$ cat config.mk
export PLATFORM = sky130hd
export DESIGN_NAME = synth_loop_cfg
export DESIGN_NICKNAME = d
export VERILOG_FILES = /design/src/cfg_reg_bit.v /design/src/ref_prescaler.v /design/src/synth_loop_cfg.v
export VERILOG_INCLUDE_DIRS = /design/src
export SDC_FILE = /design/constraint.sdc
export NUM_CORES = 1
export LEC_CHECK = 0
export BUFFER_PORTS_ARGS = -buffer_cell sky130_fd_sc_hd__buf_2
export CORE_AREA = 5 5 89 91
export DETAILED_ROUTE_END_ITERATION = 16
export DIE_AREA = 0 0 94 96
export GPL_TIMING_DRIVEN = 0
export HOLD_SLACK_MARGIN = 0.08
export PLACE_DENSITY = 0.78
export SYNTH_ARGS = -nofsm -noshare
export SYNTH_HDL_FRONTEND = slang
export SYNTH_SLANG_ARGS = --single-unit
$ cat constraint.sdc
create_clock -name i_clk_sys -period 1.7 [get_ports i_clk_sys]
set_input_delay 0.17 -clock i_clk_sys [delete_from_list [all_inputs] [get_ports i_clk_sys]]
set_output_delay 0.17 -clock i_clk_sys [all_outputs]
set_load 0.02 [all_outputs]
$ cat src/synth_cfg_defs.vh
// Register offsets, field positions and reset values of the loop config bank
`ifndef SYNTH_CFG_DEFS_VH
`define SYNTH_CFG_DEFS_VH

`define ADDR_W 8
`define DATA_W 8

`define OFF_PWD_INT 8'h90
`define OFF_PWD_FRAC 8'h91
`define OFF_PUMP_CFG 8'h9A
`define OFF_LOCK_CFG 8'h9B
`define OFF_OSC1_LOCK 8'h9C
`define OFF_OSC2_LOCK 8'h9D
`define OFF_BYP_REF 8'h9E
`define OFF_RSVD 8'h9F

// Index of the first register in the PLL control group
`define PLL_BASE 8'h9A
`define PLL_REGS 6

// Field positions in the pump / filter register
`define PUMP_MSB 7
`define PUMP_LSB 5
`define RSER_MSB 4
`define RSER_LSB 3
`define CPAR_MSB 2
`define CPAR_LSB 1
`define POLE_BIT 0
// Lock detect register
`define LACC_BIT 1
`define LMAN_BIT 0
// Manual lock registers
`define OSC_SEL_BIT 5
`define LCTL_MSB 4
`define LCTL_LSB 0
// Bypass / reference / prescaler register
`define BYP_BIT 4
`define REFOE_BIT 2
`define PRE_MSB 1
`define PRE_LSB 0

// Divider power-down bit positions
`define PWD_INT_MSB 1
`define PWD_FRAC_MSB 7

// Writable-bit masks; reserved positions are never stored
`define MASK_PWD_INT 8'h03
`define MASK_PWD_FRAC 8'hFF
`define MASK_PUMP 8'hFF
`define MASK_LOCK 8'h03
`define MASK_OSC1 8'h3F
`define MASK_OSC2 8'h1F
`define MASK_BYP 8'h17

// Reset values
`define RST_PWD 8'h00
`define RST_PUMP 8'h8B
`define RST_LOCK 8'h02
`define RST_OSC1 8'h2B
`define RST_OSC2 8'h00
`define RST_BYP 8'h03

// Prescaler codes
`define PRE_DIV1 2'h0
`define PRE_DIV2 2'h1
`define PRE_DIV4 2'h2
`define PRE_MUL2 2'h3

`endif

$ cat src/cfg_reg_bit.v
// One configuration register with reset value and writable mask
`timescale 1ns/1ps
module cfg_reg_bit #(
    parameter WIDTH = 8,
    parameter [WIDTH-1:0] RST_VAL = {WIDTH{1'b0}},
    parameter [WIDTH-1:0] MASK = {WIDTH{1'b1}}
) (
    input wire i_clk_sys,
    input wire i_rst_n,
    input wire i_we,
    input wire [WIDTH-1:0] i_wdata,
    output wire [WIDTH-1:0] o_q
);
    reg [WIDTH-1:0] val_q;
    always @(posedge i_clk_sys) begin
        if (!i_rst_n) begin
            val_q <= RST_VAL;
        end else if (i_we) begin
            val_q <= i_wdata & MASK;
        end
    end
    assign o_q = val_q;
endmodule // cfg_reg_bit

$ cat src/ref_prescaler.v
// Reference pre-scaler strobe: divide by 1, 2, 4 or double
`timescale 1ns/1ps
`include "synth_cfg_defs.vh"
module ref_prescaler (
    input wire i_clk_sys,
    input wire i_rst_n,
    input wire [1:0] i_mode,
    input wire i_ref_edge,
    output reg o_pll_edge
);
    reg [1:0] cnt_q;
    reg [1:0] cnt_d;
    reg pulse_d;
    // Doubling yields a strobe on the edge and its follower cycle
    reg dbl_q;
    always @* begin
        cnt_d = cnt_q;
        pulse_d = 1'b0;
        case (i_mode)
            `PRE_DIV1: pulse_d = i_ref_edge;
            `PRE_DIV2: begin
                if (i_ref_edge) begin
                    cnt_d = {1'b0, ~cnt_q[0]};
                    pulse_d = cnt_q[0];
                end
            end
            `PRE_DIV4: begin
                if (i_ref_edge) begin
                    cnt_d = cnt_q + 2'h1;
                    pulse_d = (cnt_q == 2'h3);
                end
            end
            `PRE_MUL2: pulse_d = i_ref_edge | dbl_q;
            default: pulse_d = 1'b0;
        endcase
    end
    always @(posedge i_clk_sys) begin
        if (!i_rst_n) begin
            cnt_q <= 2'h0;
            dbl_q <= 1'b0;
            o_pll_edge <= 1'b0;
        end else begin
            cnt_q <= cnt_d;
            dbl_q <= (i_mode == `PRE_MUL2) & i_ref_edge;
            o_pll_edge <= pulse_d; // RULE_14
        end
    end
endmodule // ref_prescaler

$ cat src/synth_loop_cfg.v
// Divider power-down and PLL loop configuration register bank
//
// Contract
// (RULE_01) Divider power-down bits: set powers down, reset 0
// (RULE_02) Reserved bits written zero; reads undefined
// (RULE_03) Pump current code 110uA steps, reset 100b
// (RULE_04) Series resistor code, reset 01b
// (RULE_05) Parallel capacitor code, reset 01b
// (RULE_06) Second pole select, reset 1b
// (RULE_07) Lock accuracy bit: clear 1ppm, set 16ppm
// (RULE_08) Lock override: set selects manual mode, reset 0
// (RULE_09) Manual oscillator choice: set first VCO, reset 1
// (RULE_10) Two 5-bit manual lock values with defaults
// (RULE_11) Bypass bit routes reference to Q0-Q3
// (RULE_12) Reference output high impedance when disabled
// (RULE_13) Enabled reference output follows selected input
// (RULE_14) Pre-scaler divides 1,2,4 or multiplies 2
// (RULE_15) All fields take defaults at reset
`timescale 1ns/1ps
`include "synth_cfg_defs.vh"
module synth_loop_cfg #(
    parameter N_INT_DIV = 2,
    parameter N_FRAC_DIV = 8
) (
    input wire i_clk_sys,
    input wire i_rst_n,
    // Host register port, one access per strobe
    input wire i_wr_en,
    input wire i_rd_en,
    input wire [`ADDR_W-1:0] i_addr,
    input wire [`DATA_W-1:0] i_wdata,
    output reg [`DATA_W-1:0] o_rdata,
    output reg o_rvalid,
    // Pins seen by the config path
    input wire i_bypass_pin,
    input wire i_clk_sel,
    input wire i_xtal_ref,
    input wire i_clkin_ref,
    input wire i_ref_edge,
    // Decoded controls to the analog loop and dividers
    output reg [N_INT_DIV-1:0] o_output_divider_powerdown_int,
    output reg [N_FRAC_DIV-1:0] o_output_divider_powerdown_frac,
    output reg [2:0] o_pump_current_sel,
    output reg [3:0] o_pump_current_steps,
    output reg [1:0] o_loop_series_resistor_sel,
    output reg [1:0] o_loop_parallel_cap_sel,
    output reg o_second_pole_sel,
    output reg o_lock_count_accuracy,
    output reg o_lock_manual_override,
    output reg o_manual_oscillator_choice,
    output reg [4:0] o_active_manual_lock_ctl,
    output reg [4:0] o_osc1_manual_lock_ctl,
    output reg [4:0] o_osc2_manual_lock_ctl,
    output reg o_synth_bypass,
    output reg [1:0] o_prescale_mode,
    output reg o_pll_ref_edge,
    output reg o_ref_out,
    output reg o_ref_out_oe
);
    wire [7:0] pwd_int;
    wire [7:0] pwd_frac;
    wire [7:0] pump;
    wire [7:0] lockc;
    wire [7:0] osc1;
    wire [7:0] osc2;
    wire [7:0] bypr;
    wire [7:0] rst_vals [0:6];
    wire [7:0] masks [0:6];
    wire [7:0] offs [0:6];
    wire [7:0] q_all [0:6];
    wire pre_edge;

    assign offs[0] = `OFF_PWD_INT;
    assign offs[1] = `OFF_PWD_FRAC;
    assign offs[2] = `OFF_PUMP_CFG;
    assign offs[3] = `OFF_LOCK_CFG;
    assign offs[4] = `OFF_OSC1_LOCK;
    assign offs[5] = `OFF_OSC2_LOCK;
    assign offs[6] = `OFF_BYP_REF;

    // Masks drop reserved bits so they read back zero
    cfg_reg_bit #(.RST_VAL(`RST_PWD), .MASK(`MASK_PWD_INT)) u_pwd_int (
        .i_clk_sys(i_clk_sys), .i_rst_n(i_rst_n),
        .i_we(i_wr_en && i_addr == `OFF_PWD_INT),
        .i_wdata(i_wdata), .o_q(pwd_int)); // RULE_01
    cfg_reg_bit #(.RST_VAL(`RST_PWD), .MASK(`MASK_PWD_FRAC)) u_pwd_frac (
        .i_clk_sys(i_clk_sys), .i_rst_n(i_rst_n),
        .i_we(i_wr_en && i_addr == `OFF_PWD_FRAC),
        .i_wdata(i_wdata), .o_q(pwd_frac)); // RULE_01
    cfg_reg_bit #(.RST_VAL(`RST_PUMP), .MASK(`MASK_PUMP)) u_pump (
        .i_clk_sys(i_clk_sys), .i_rst_n(i_rst_n),
        .i_we(i_wr_en && i_addr == `OFF_PUMP_CFG),
        .i_wdata(i_wdata), .o_q(pump)); // RULE_15
    cfg_reg_bit #(.RST_VAL(`RST_LOCK), .MASK(`MASK_LOCK)) u_lock (
        .i_clk_sys(i_clk_sys), .i_rst_n(i_rst_n),
        .i_we(i_wr_en && i_addr == `OFF_LOCK_CFG),
        .i_wdata(i_wdata), .o_q(lockc)); // RULE_15
    cfg_reg_bit #(.RST_VAL(`RST_OSC1), .MASK(`MASK_OSC1)) u_osc1 (
        .i_clk_sys(i_clk_sys), .i_rst_n(i_rst_n),
        .i_we(i_wr_en && i_addr == `OFF_OSC1_LOCK),
        .i_wdata(i_wdata), .o_q(osc1)); // RULE_10
    cfg_reg_bit #(.RST_VAL(`RST_OSC2), .MASK(`MASK_OSC2)) u_osc2 (
        .i_clk_sys(i_clk_sys), .i_rst_n(i_rst_n),
        .i_we(i_wr_en && i_addr == `OFF_OSC2_LOCK),
        .i_wdata(i_wdata), .o_q(osc2)); // RULE_10
    cfg_reg_bit #(.RST_VAL(`RST_BYP), .MASK(`MASK_BYP)) u_byp (
        .i_clk_sys(i_clk_sys), .i_rst_n(i_rst_n),
        .i_we(i_wr_en && i_addr == `OFF_BYP_REF),
        .i_wdata(i_wdata), .o_q(bypr)); // RULE_15

    assign q_all[0] = pwd_int;
    assign q_all[1] = pwd_frac;
    assign q_all[2] = pump;
    assign q_all[3] = lockc;
    assign q_all[4] = osc1;
    assign q_all[5] = osc2;
    assign q_all[6] = bypr;

    ref_prescaler u_pre (
        .i_clk_sys(i_clk_sys),
        .i_rst_n(i_rst_n),
        .i_mode(bypr[`PRE_MSB:`PRE_LSB]),
        .i_ref_edge(i_ref_edge),
        .o_pll_edge(pre_edge)
    );

    // Read mux; reserved and unmapped offsets read zero
    reg [7:0] rd_d;
    integer k;
    always @* begin
        rd_d = 8'h00; // RULE_02
        for (k = 0; k < 7; k = k + 1) begin
            if (i_addr == offs[k]) begin
                rd_d = q_all[k];
            end
        end
    end

    always @(posedge i_clk_sys) begin
        if (!i_rst_n) begin
            o_rdata <= 8'h00;
            o_rvalid <= 1'b0;
        end else begin
            o_rvalid <= i_rd_en;
            if (i_rd_en) begin
                o_rdata <= rd_d;
            end
        end
    end

    // Registered decode of every control to the analog side
    always @(posedge i_clk_sys) begin
        if (!i_rst_n) begin
            o_output_divider_powerdown_int <= {N_INT_DIV{1'b0}};
            o_output_divider_powerdown_frac <= {N_FRAC_DIV{1'b0}};
            o_pump_current_sel <= 3'h4;
            o_pump_current_steps <= 4'h5;
            o_loop_series_resistor_sel <= 2'h1;
            o_loop_parallel_cap_sel <= 2'h1;
            o_second_pole_sel <= 1'b1;
            o_lock_count_accuracy <= 1'b1;
            o_lock_manual_override <= 1'b0;
            o_manual_oscillator_choice <= 1'b1;
            o_active_manual_lock_ctl <= 5'h0B;
            o_osc1_manual_lock_ctl <= 5'h0B;
            o_osc2_manual_lock_ctl <= 5'h00;
            o_synth_bypass <= 1'b0;
            o_prescale_mode <= 2'h3;
            o_pll_ref_edge <= 1'b0;
            o_ref_out <= 1'b0;
            o_ref_out_oe <= 1'b0; // RULE_15
        end else begin
            o_output_divider_powerdown_int <=
                pwd_int[N_INT_DIV-1:0]; // RULE_01
            o_output_divider_powerdown_frac <=
                pwd_frac[N_FRAC_DIV-1:0]; // RULE_01
            o_pump_current_sel <= pump[`PUMP_MSB:`PUMP_LSB]; // RULE_03
            // Multiples of 110uA: code plus one
            o_pump_current_steps <=
                {1'b0, pump[`PUMP_MSB:`PUMP_LSB]} + 4'h1; // RULE_03
            o_loop_series_resistor_sel <=
                pump[`RSER_MSB:`RSER_LSB]; // RULE_04
            o_loop_parallel_cap_sel <= pump[`CPAR_MSB:`CPAR_LSB]; // RULE_05
            o_second_pole_sel <= pump[`POLE_BIT]; // RULE_06
            o_lock_count_accuracy <= lockc[`LACC_BIT]; // RULE_07
            o_lock_manual_override <= lockc[`LMAN_BIT]; // RULE_08
            o_manual_oscillator_choice <= osc1[`OSC_SEL_BIT]; // RULE_09
            o_osc1_manual_lock_ctl <= osc1[`LCTL_MSB:`LCTL_LSB]; // RULE_10
            o_osc2_manual_lock_ctl <= osc2[`LCTL_MSB:`LCTL_LSB]; // RULE_10
            // Set choice means first VCO
            o_active_manual_lock_ctl <= osc1[`OSC_SEL_BIT] ?
                osc1[`LCTL_MSB:`LCTL_LSB] :
                osc2[`LCTL_MSB:`LCTL_LSB]; // RULE_09
            // Register bit and pin share one function
            o_synth_bypass <= bypr[`BYP_BIT] | i_bypass_pin; // RULE_11
            o_prescale_mode <= bypr[`PRE_MSB:`PRE_LSB]; // RULE_14
            o_pll_ref_edge <= pre_edge; // RULE_14
            o_ref_out_oe <= bypr[`REFOE_BIT]; // RULE_12
            // Output held low while undriven to avoid a floating value
            o_ref_out <= bypr[`REFOE_BIT] &
                (i_clk_sel ? i_clkin_ref : i_xtal_ref); // RULE_13
        end
    end
endmodule // synth_loop_cfg

# After elaboration in Yosys (flattened, before gate mapping)
# Cells that the tools add are included.
# op_classes
reduce_logical,10
muxes,15
eq_ne,13
n_shift,0
addsub,2
order_cmp,0
bitwise_logic,5
mul,0
div_mod_pow,0
# ops
operator,n
8-bit equality test (second input constant),7
8-bit 2-to-1 mux,6
1-bit logical AND,7
2-bit equality test (second input constant),3
2-bit 2-to-1 mux,3
5-bit 2-to-1 mux,1
3-bit by 1-bit adder with 4-bit output (second input constant),1
2-bit != test (second input constant),2
1-bit one-hot mux with 4 select lines,1
2-bit one-hot mux with 2 select lines,1
1-bit 2-to-1 mux,3
3-bit AND reduction,1
2-bit by 1-bit adder with 2-bit output (second input constant),1
1-bit bitwise AND,2
2-bit by 1-bit equality test with 1-bit output (second input constant),1
2-bit zero test,1
1-bit bitwise OR,2
2-bit nonzero test,1
1-bit inverter,1
# totals
mem_bits_rw,0
memories,0
inputBits,25
romBits,0
latch_bits,0
regBits,94

# Longest topological paths before layout
# Gate-level depths: netlist of run 1.
# depth
depth_word,8
ltp_mapped,6
depth_no_buf,6

# By module
# From an unflattened synthesis of run 1, not the netlist that was laid out.
# hier_totals
cells_unflattened,416
area_unflattened_um2,4195.3
# by_module_without_submodules
mod,area_per_inst_um2,cells_each,instances
synth_loop_cfg,2474.9,253,1
cfg_reg_bit (u_pwd_frac),301.5,25,1
cfg_reg_bit (u_pump),291.5,25,1
ref_prescaler,251.5,27,1
cfg_reg_bit (u_osc1),237.7,22,1
cfg_reg_bit (u_osc2),219.0,20,1
cfg_reg_bit (u_byp),178.9,18,1
cfg_reg_bit (u_pwd_int),121.4,13,1
cfg_reg_bit (u_lock),118.9,13,1

# Worst setup path before layout of run 1
# OpenSTA, ideal clock, no wires.
# synth_timing
kind,input to register
startpoint,input port i_addr[2]
endpoint,register u_pump.val_q[7] (netlist: u_pump.o_q[7])
slack_ns,0.202
stages,6
arrival_time_ns,1.369
t_required_ns,1.571
cell_sequence,buf_4 > nor3b_4 > or4b_1 > buf_6 > mux2i_1 > nand2_1
# synth_via
elab_chain_cells,2
# synth_rtl
element,line_no,rtl
"start, declared",synth_loop_cfg.v:30,"input wire [`ADDR_W-1:0] i_addr,"
8-bit equality test,n/a,
1-bit logical AND (no line),n/a,
"end signal, assigned",cfg_reg_bit.v:19,val_q <= i_wdata & MASK;
"end, declared",cfg_reg_bit.v:14,reg [WIDTH-1:0] val_q;
# No other way between the ends.
# A chain may end at the register's enable or synchronous reset.

# Final worst setup path of run 1
# layout_timing
startpoint,input port i_addr[5]
endpoint,register u_pwd_frac.val_q[3] (netlist: u_pwd_frac.o_q[3])
# layout_via
elab_chain_cells,2
# layout_rtl
element,line_no
8-bit equality test,n/a
1-bit logical AND (no line),n/a
"end signal, assigned",cfg_reg_bit.v:19
"end, declared",cfg_reg_bit.v:14
# No other way between the ends.

==> qor.csv, run 1 <==
stage;metric;value;unit
worst_setup_path;worst_ep_required_time;1.94;ns
route;drt-initial-drc-count;152;
sta;rsz0062_at_grt;false;
logic_synthesis;syn_avg_cell_area;10.5;um2
cells_and_area;area_delta_synth_final;20.0;%
placement;gp_congestion;0.908;
run;drv_cap;0;
power_and_ir_drop;clockPowerShare;0.375;
clock_network;clock-sinks;94;
die;core;0.00706;mm2
cells_and_area;final_nets;471;
route;detail-route-antenna-nets;0;
power_and_ir_drop;pwr-share-comb;0.060;
clock_network;cts_max_level;3;
global_route;grt_max_degree;16;
clock_network;cts_resized;0;
logic_synthesis;synth_nets;380;
worst_setup_path;worst_setup_path_start_kind;input pin;
sta;hold_viol_final;0;
logic_synthesis;ys_ff_latch;94;
die;ioPinCount;80;
cells_and_area;drive_gt1_frac;0.225;
route;drc;0;
sta;finalSetupTns;0;ns
placement;place_ws;-0.251;ns
worst_setup_path;cp-end-kind;flip-flop;
power_and_ir_drop;seqPwrFrac;0.565;
placement;io_buffer_count;77;
sta;clock_skew;0.00813;ns
sta;drv_slew;0;
global_route;grt_usage;0.204;
route;wirelength;8.91;mm
placement;dp_hpwl;6.59;mm
die;std_cell_rows;31;
hold_path;hold_path.class;input pin to flip-flop;
global_route;grt-ovfl-total;0;
sta;hold_ws;0.0873;ns
clock_network;clk_latency;0.36;ns
global_route;grt_pass1_wl;13.9;mm
clock_network;cts_buffers;9;
global_route;antenna_found_initial;0;
clock_network;cts_max_path_buffers;2;
logic_synthesis;syn_area;0.00368;mm2
clock_network;clock-root-buffer;clkbuf_8;
logic_synthesis;synthDistinctLibCells;46;
cells_and_area;layout_commonest_cell;dfxtp_1;
power_and_ir_drop;vdd_ir_drop_max;0.450;mV
route;vias;2809;
clock_network;cts_tree;yes;
power_and_ir_drop;finalPower;3.91;mW
die;die-area;0.00902;mm2
logic_synthesis;netlist_instances;349;
logic_synthesis;ys_warn_count;0;
power_and_ir_drop;p_leak;2.04;nW
die;start_util;0.521;
global_route;grt_pass1_vias;2786;
cells_and_area;antenna-diode-count;0;
sta;fin_crit_sh;0.923;
cells_and_area;final_cells;543;
logic_synthesis;synth_edf_count;0;
worst_setup_path;crit_fanout;8;
power_and_ir_drop;power_density;887;mW/mm2
sta;setup_viol;0;
power_and_ir_drop;switchingPower;0.895;mW
sta;period_needed;1.57;ns
sta;postLayoutSetupSlackWorst;0.131;ns
power_and_ir_drop;p_int;3.02;mW
sta;slew_headroom;0.523;
die;die_w;94;um
logic_synthesis;async_flop_share;0;
worst_setup_path;crit_type;input pin to flip-flop;
placement;place_inst;525;
route;wl_per_cell;16.4;um
cells_and_area;final_cell_mix;94 x dfxtp_1, 78 x buf_2, 45 x mux2i_1;
route;dr.pass1.iters;4;
sta;max_freq;637;MHz
logic_synthesis;synth-main-ff-cell;dfxtp_1;
power_and_ir_drop;swShare;0.229;
die;die_h;96;um
sta;worstMarginPinSlew;0.713;ns
outcome;status;completed;
worst_setup_path;crit_arrival;1.81;ns
logic_synthesis;ys_seq_area_frac;0.512;
clock_network;path_clk_slew;0.09;ns
route;vias_per_cell;5.17;
## through the flow
step	cell area [um2]	util
final	4410	0.625
after global routing	4410	0.625
after CTS	4410	0.625
after detailed placement	4190	0.593
after global placement	4190	0.593
after floorplan	3680	-
## cells in the mapped netlist, types with 3 or more instances
cell type,instances,area share
dfxtp_1,94,0.51
mux2i_1,45,0.12
nor2b_1,35,0.060
and2_1,26,0.044
nand2_1,23,0.023
clkbuf_1,14,0.014
nand2b_1,12,0.020
nor2_1,12,0.012
o21ai_0,8,0.011
inv_1,7,0.0071
ha_1,6,0.020
a22o_1,5,0.012
a32o_1,5,0.014
and3_1,4,0.0068
nand4_1,4,0.0068
a21boi_0,3,0.0061
o22ai_1,3,0.0051
o2bb2ai_1,3,0.0071
xnor2_1,3,0.0071
## area by class of cell
class	instances	area (um2)
flip-flops and latches	94	1880
well taps	99	124
inverters	7	26.3
fillers	636	2650
clock inverters	4	55.1
clock buffers	11	141
multi-input cells	229	1680
plain buffers	19	91.3
repair buffers	80	415
## power by group through the flow
stage	sequential, mW	clock (mW)	combinational [mW]
3_3_place_gp	2.26	0	0.228
5_1_grt	2.21	1.60	0.256
6_report	2.21	1.47	0.236
2_1_floorplan	2.27	0	0.122
4_1_cts	2.21	1.49	0.236
3_5_place_dp	2.26	0	0.230
## registers in the layout (all words and copies together), names as in the netlist, 3 cells and up
name	flops
u_osc1.o_q	6
u_byp.o_q	4
o_osc2_manual_lock_ctl	5
o_rdata	8
u_pump.o_q	8
u_osc2.o_q	5
o_osc1_manual_lock_ctl	5
u_pwd_frac.o_q	8
o_active_manual_lock_ctl	5
o_pump_current_sel	3
o_pump_current_steps	4
o_output_divider_powerdown_frac	8
## worst paths after layout
kind,end,cells after the start,slack (ns),startpoint
setup / recovery,u_pwd_frac.o_q[3]$_SDFFE_PN0P_,6,0.13,i_addr[5]
hold / removal,u_pre.dbl_q$_SDFF_PN0_,2,0.09,i_ref_edge
setup reg to reg,u_pre.cnt_q[0]$_SDFFE_PN0P_,5,0.32,u_byp.o_q[0]$_SDFFE_PN1P_
hold reg to reg,o_pll_ref_edge$_SDFF_PN0_,1,0.44,u_pre.o_pll_edge$_SDFF_PN0_
## critical path: stages
cell	delay, ns
buf_2	0.10
and3b_1	0.19
clkbuf_1	0.28
nand4_1	0.64
mux2i_1	0.34
nor2b_1	0.08
## metal layers
layer,global-route usage,part of all wire,vias to the layer above
met1,0.259,0.44,1321
met4,0.0866,0.021,0
li1,-,-,1386
met3,0.0367,0.061,16
met2,0.344,0.48,86
met5,0,0,-
## cell families after synthesis
group,share of synthesized area
AO/OA/AOI/OAI,0.0912
XOR/XNOR,0.00714
adder cells (fa/ha/maj),0.0204
buffers and inverters,0.0320
flip-flops,0.512
multiplexers,0.122
AND/OR/NAND/NOR,0.215
## what timing repair did
action	CTS	global route
hold endpoints to repair	3	0
hold buffers	3	0
buffers inserted	0	0
(Power assumes the default switching activity.)
==> inputs of run 2 (changes only) <==
- ABC_AREA: not set -> 1
- CORE_AREA: 5 5 89 91 -> 5 5 88 90
- DIE_AREA: 0 0 94 96 -> 0 0 93 95
- PLACE_DENSITY: 0.78 -> 0.77
==> run 2 against run 1 <==
Effect of this change: power up 3.0%; hold slack better by 0.0061 ns; combinational power is 11% lower; critical path depth is 1 lower; clock skew up 0.0017 ns; synthesized area decreased by 3.7%; critical path type is now flip-flop to flip-flop; critical endpoint is now u_pre.cnt_q[0]$_SDFFE_PN0P_.
==> qor.csv, run 2 <==
stage;metric;value;unit;change
logic_synthesis;yosysMostFrequentCell;dfxtp_1;;
hold_path;hold_path.class;input pin to flip-flop;;
power_and_ir_drop;finalPower;4.03;mW;+3.0%
power_and_ir_drop;vdd_ir_drop_max;0.595;mV;+32%
worst_setup_path;crit_arrival;1.69;ns;-0.12 ns
placement;io_buffer_count;78;;+1.3%
logic_synthesis;ys_seq_area_frac;0.531;;+0.0197
die;die-area;0.00884;mm2;-2.1%
logic_synthesis;synth_nets;456;;+20%
die;start_util;0.507;;-0.0137
power_and_ir_drop;switchingPower;0.924;mW;+3.2%
global_route;grt_usage;0.204;;-0.000839
cells_and_area;final_cell_mix;94 x dfxtp_1, 81 x buf_2, 69 x nand2_1;;
sta;drv_slew;0;;unchanged
cells_and_area;drive_gt1_frac;0.229;;+0.00335
sta;postLayoutSetupSlackWorst;0.312;ns;+0.181 ns
die;die_w;93;um;-1.1%
sta;hold_viol_final;0;;unchanged
worst_setup_path;cp-end-kind;flip-flop;;
sta;hold_ws;0.0934;ns;+0.00609 ns
placement;place_inst;585;;+11%
clock_network;cts_buffers;9;;unchanged
power_and_ir_drop;seqPwrFrac;0.549;;-0.016
die;core;0.00698;mm2;-1.1%
logic_synthesis;synthTopCellsByCount;94 x dfxtp_1, 69 x nand2_1, 67 x inv_1, 49 x o21ai_0, 44 x a21oi_1;;
route;dr.pass1.iters;4;;unchanged
global_route;grt_pass1_vias;3008;;+8.0%
clock_network;cts_tree;yes;;
logic_synthesis;synth_edf_count;0;;unchanged
cells_and_area;final_cells;607;;+12%
global_route;grt_pass1_wl;13.8;mm;-0.70%
logic_synthesis;synthDistinctLibCells;29;;-37%
route;vias;3100;;+10%
worst_setup_path;worst_setup_path_start_kind;flip-flop;;
clock_network;clock-root-buffer;clkbuf_8;;
die;die_h;95;um;-1.0%
clock_network;path_clk_slew;0.09;ns;about the same
route;wl_per_cell;14.1;um;-14%
outcome;status;completed;;
clock_network;clk_latency;0.37;ns;about the same
placement;placed_area;0.00404;mm2;-3.6%
logic_synthesis;synth_top_area_share;0.531;;+0.0197
power_and_ir_drop;clockPowerShare;0.399;;+0.024
die;std_cell_rows;31;;unchanged
run;drv_cap;0;;unchanged
global_route;grt_max_degree;17;;+1
sta;rsz0062_at_grt;false;;
logic_synthesis;netlist_instances;425;;+22%
logic_synthesis;synth-main-ff-cell;dfxtp_1;;
sta;worstMarginPinSlew;0.520;ns;-0.193 ns
placement;gp_congestion;0.893;;-1.7%
sta;max_freq;721;MHz;+13%
power_and_ir_drop;pwr-share-comb;0.052;;-0.008
power_and_ir_drop;swShare;0.229;;+0.000367
clock_network;clock-sinks;94;;unchanged
placement;dp_hpwl;6.23;mm;-5.6%
cells_and_area;area_delta_synth_final;21.8;%;
clock_network;cts_max_level;3;;unchanged
logic_synthesis;synth_largest_area_cell;dfxtp_1;;
cells_and_area;final_core_util;0.618;;-0.00721
route;vias_per_cell;5.11;;-1.3%
sta;clock_skew;0.00982;ns;+0.00169 ns
logic_synthesis;yosys-top-cells-area;dfxtp_1 53%, nand2_1 7.3%, inv_1 7.1%;;
worst_setup_path;crit_fanout;4;;-4
route;drt-initial-drc-count;222;;+46%
placement;place_ws;0.292;ns;+0.542 ns
sta;setup_viol;0;;unchanged
sta;finalSetupTns;0;ns;unchanged
route;wirelength;8.58;mm;-3.8%
cells_and_area;layout_commonest_cell;dfxtp_1;;
logic_synthesis;syn_area;0.00354;mm2;-3.7%
worst_setup_path;crit_type;flip-flop to flip-flop;;
worst_setup_path;worst_ep_required_time;2.00;ns;+0.06 ns
logic_synthesis;syn_avg_cell_area;8.33;um2;-21%
global_route;grt-ovfl-total;0;;unchanged
logic_synthesis;async_flop_share;0;;unchanged
global_route;antenna_found_initial;0;;unchanged
route;detail-route-antenna-nets;0;;unchanged
sta;fin_crit_sh;0.816;;-0.106
cells_and_area;antenna-diode-count;0;;unchanged
cells_and_area;final_nets;551;;+17%
die;ioPinCount;80;;unchanged
logic_synthesis;ys_warn_count;0;;unchanged
cells_and_area;fillerInstances;611;;-3.9%
cells_and_area;final_area;0.00432;mm2;-2.2%
power_and_ir_drop;power_density;935;mW/mm2;+5.4%
power_and_ir_drop;p_int;3.11;mW;+3.0%
route;drc;0;;unchanged
sta;slew_headroom;0.653;;+0.130
power_and_ir_drop;p_leak;2.32;nW;+13%
logic_synthesis;ys_ff_latch;94;;unchanged
clock_network;cts_max_path_buffers;2;;unchanged
sta;period_needed;1.39;ns;-0.181 ns
[run 2: changes by cell type after synthesis, sizes merged, moves of 26 or more]
| cell | before | now |
|---|---|---|
| a21oi | 2 | 44 |
| and2 | 26 | 0 |
| inv | 7 | 69 |
| mux2i | 45 | 1 |
| nand2 | 23 | 77 |
| nor2b | 35 | 0 |
| o21ai | 8 | 50 |
[run 2: kinds of logic (layout without fill, tap and decap cells)]
kind of cell | Yosys count | in the layout | share of synthesized area
flops | 94 | 94 | 0.531
simple gates | 142 | 142 | 0.203
buf+inv | 82 | 182 | 0.0950
fa+ha+maj | 6 | 6 | 0.0212
compound gates | 100 | 100 | 0.147
mux | 1 | 1 | 0.00283
[run 2: worst max-delay path, cell delays in order (launching register included)]
cell     delay, ns
dfxtp_1       0.40
inv_1         0.11
ha_1          0.24
o21ai_0       0.30
o21ai_0       0.13
a21oi_1       0.15
[run 2: cell type report]
| type | instances | area [um2] | area share |
|---|---|---|---|
| sequential | 94 | 1880 | 0.436 |
| clock buffer | 9 | 124 | 0.0287 |
| inverter | 71 | 268 | 0.0620 |
| clock inverter | 7 | 96.3 | 0.0223 |
| timing repair buffer | 84 | 450 | 0.104 |
| multi-input combinational | 249 | 1320 | 0.307 |
| buffer | 11 | 68.8 | 0.0159 |
| tap | 82 | 103 | 0.0238 |
[run 2: final timing paths]
path	startpoint	end	slack, ns	cells past startpoint
hold reg to reg	u_pre.o_pll_edge$_SDFF_PN0_	o_pll_ref_edge$_SDFF_PN0_	0.42	2
setup reg to reg	u_byp.o_q[0]$_SDFFE_PN1P_	u_pre.cnt_q[0]$_SDFFE_PN0P_	0.31	5
hold / removal	i_wdata[0]	u_byp.o_q[0]$_SDFFE_PN1P_	0.09	3
setup / recovery	u_byp.o_q[0]$_SDFFE_PN1P_	u_pre.cnt_q[0]$_SDFFE_PN0P_	0.31	5
[run 2: repair_timing]
action	4_1_cts	5_1_grt
hold endpoints to repair	7	0
hold buffers	6	0
gates resized for setup	0	0
setup buffers	0	0
endpoints found under the setup margin	0	0
[run 2: power by group through the flow]
stage / Clock [mW] / Combinational (mW) / Sequential, mW
4_1_cts: 1.63 / 0.208 / 2.22
6_report: 1.61 / 0.210 / 2.21
3_5_place_dp: 0 / 0.195 / 2.27
3_3_place_gp: 0 / 0.191 / 2.27
2_1_floorplan: 0 / 0.103 / 2.27
5_1_grt: 1.74 / 0.230 / 2.22
[run 2: per-layer routing]
layer,vias up,track usage,share of wire,wire [um]
met3,23,0.0335,0.063,544
met5,-,0,0,0
met4,0,0.110,0.026,225
met1,1419,0.245,0.43,3720
met2,112,0.349,0.48,4080
li1,1546,-,-,-
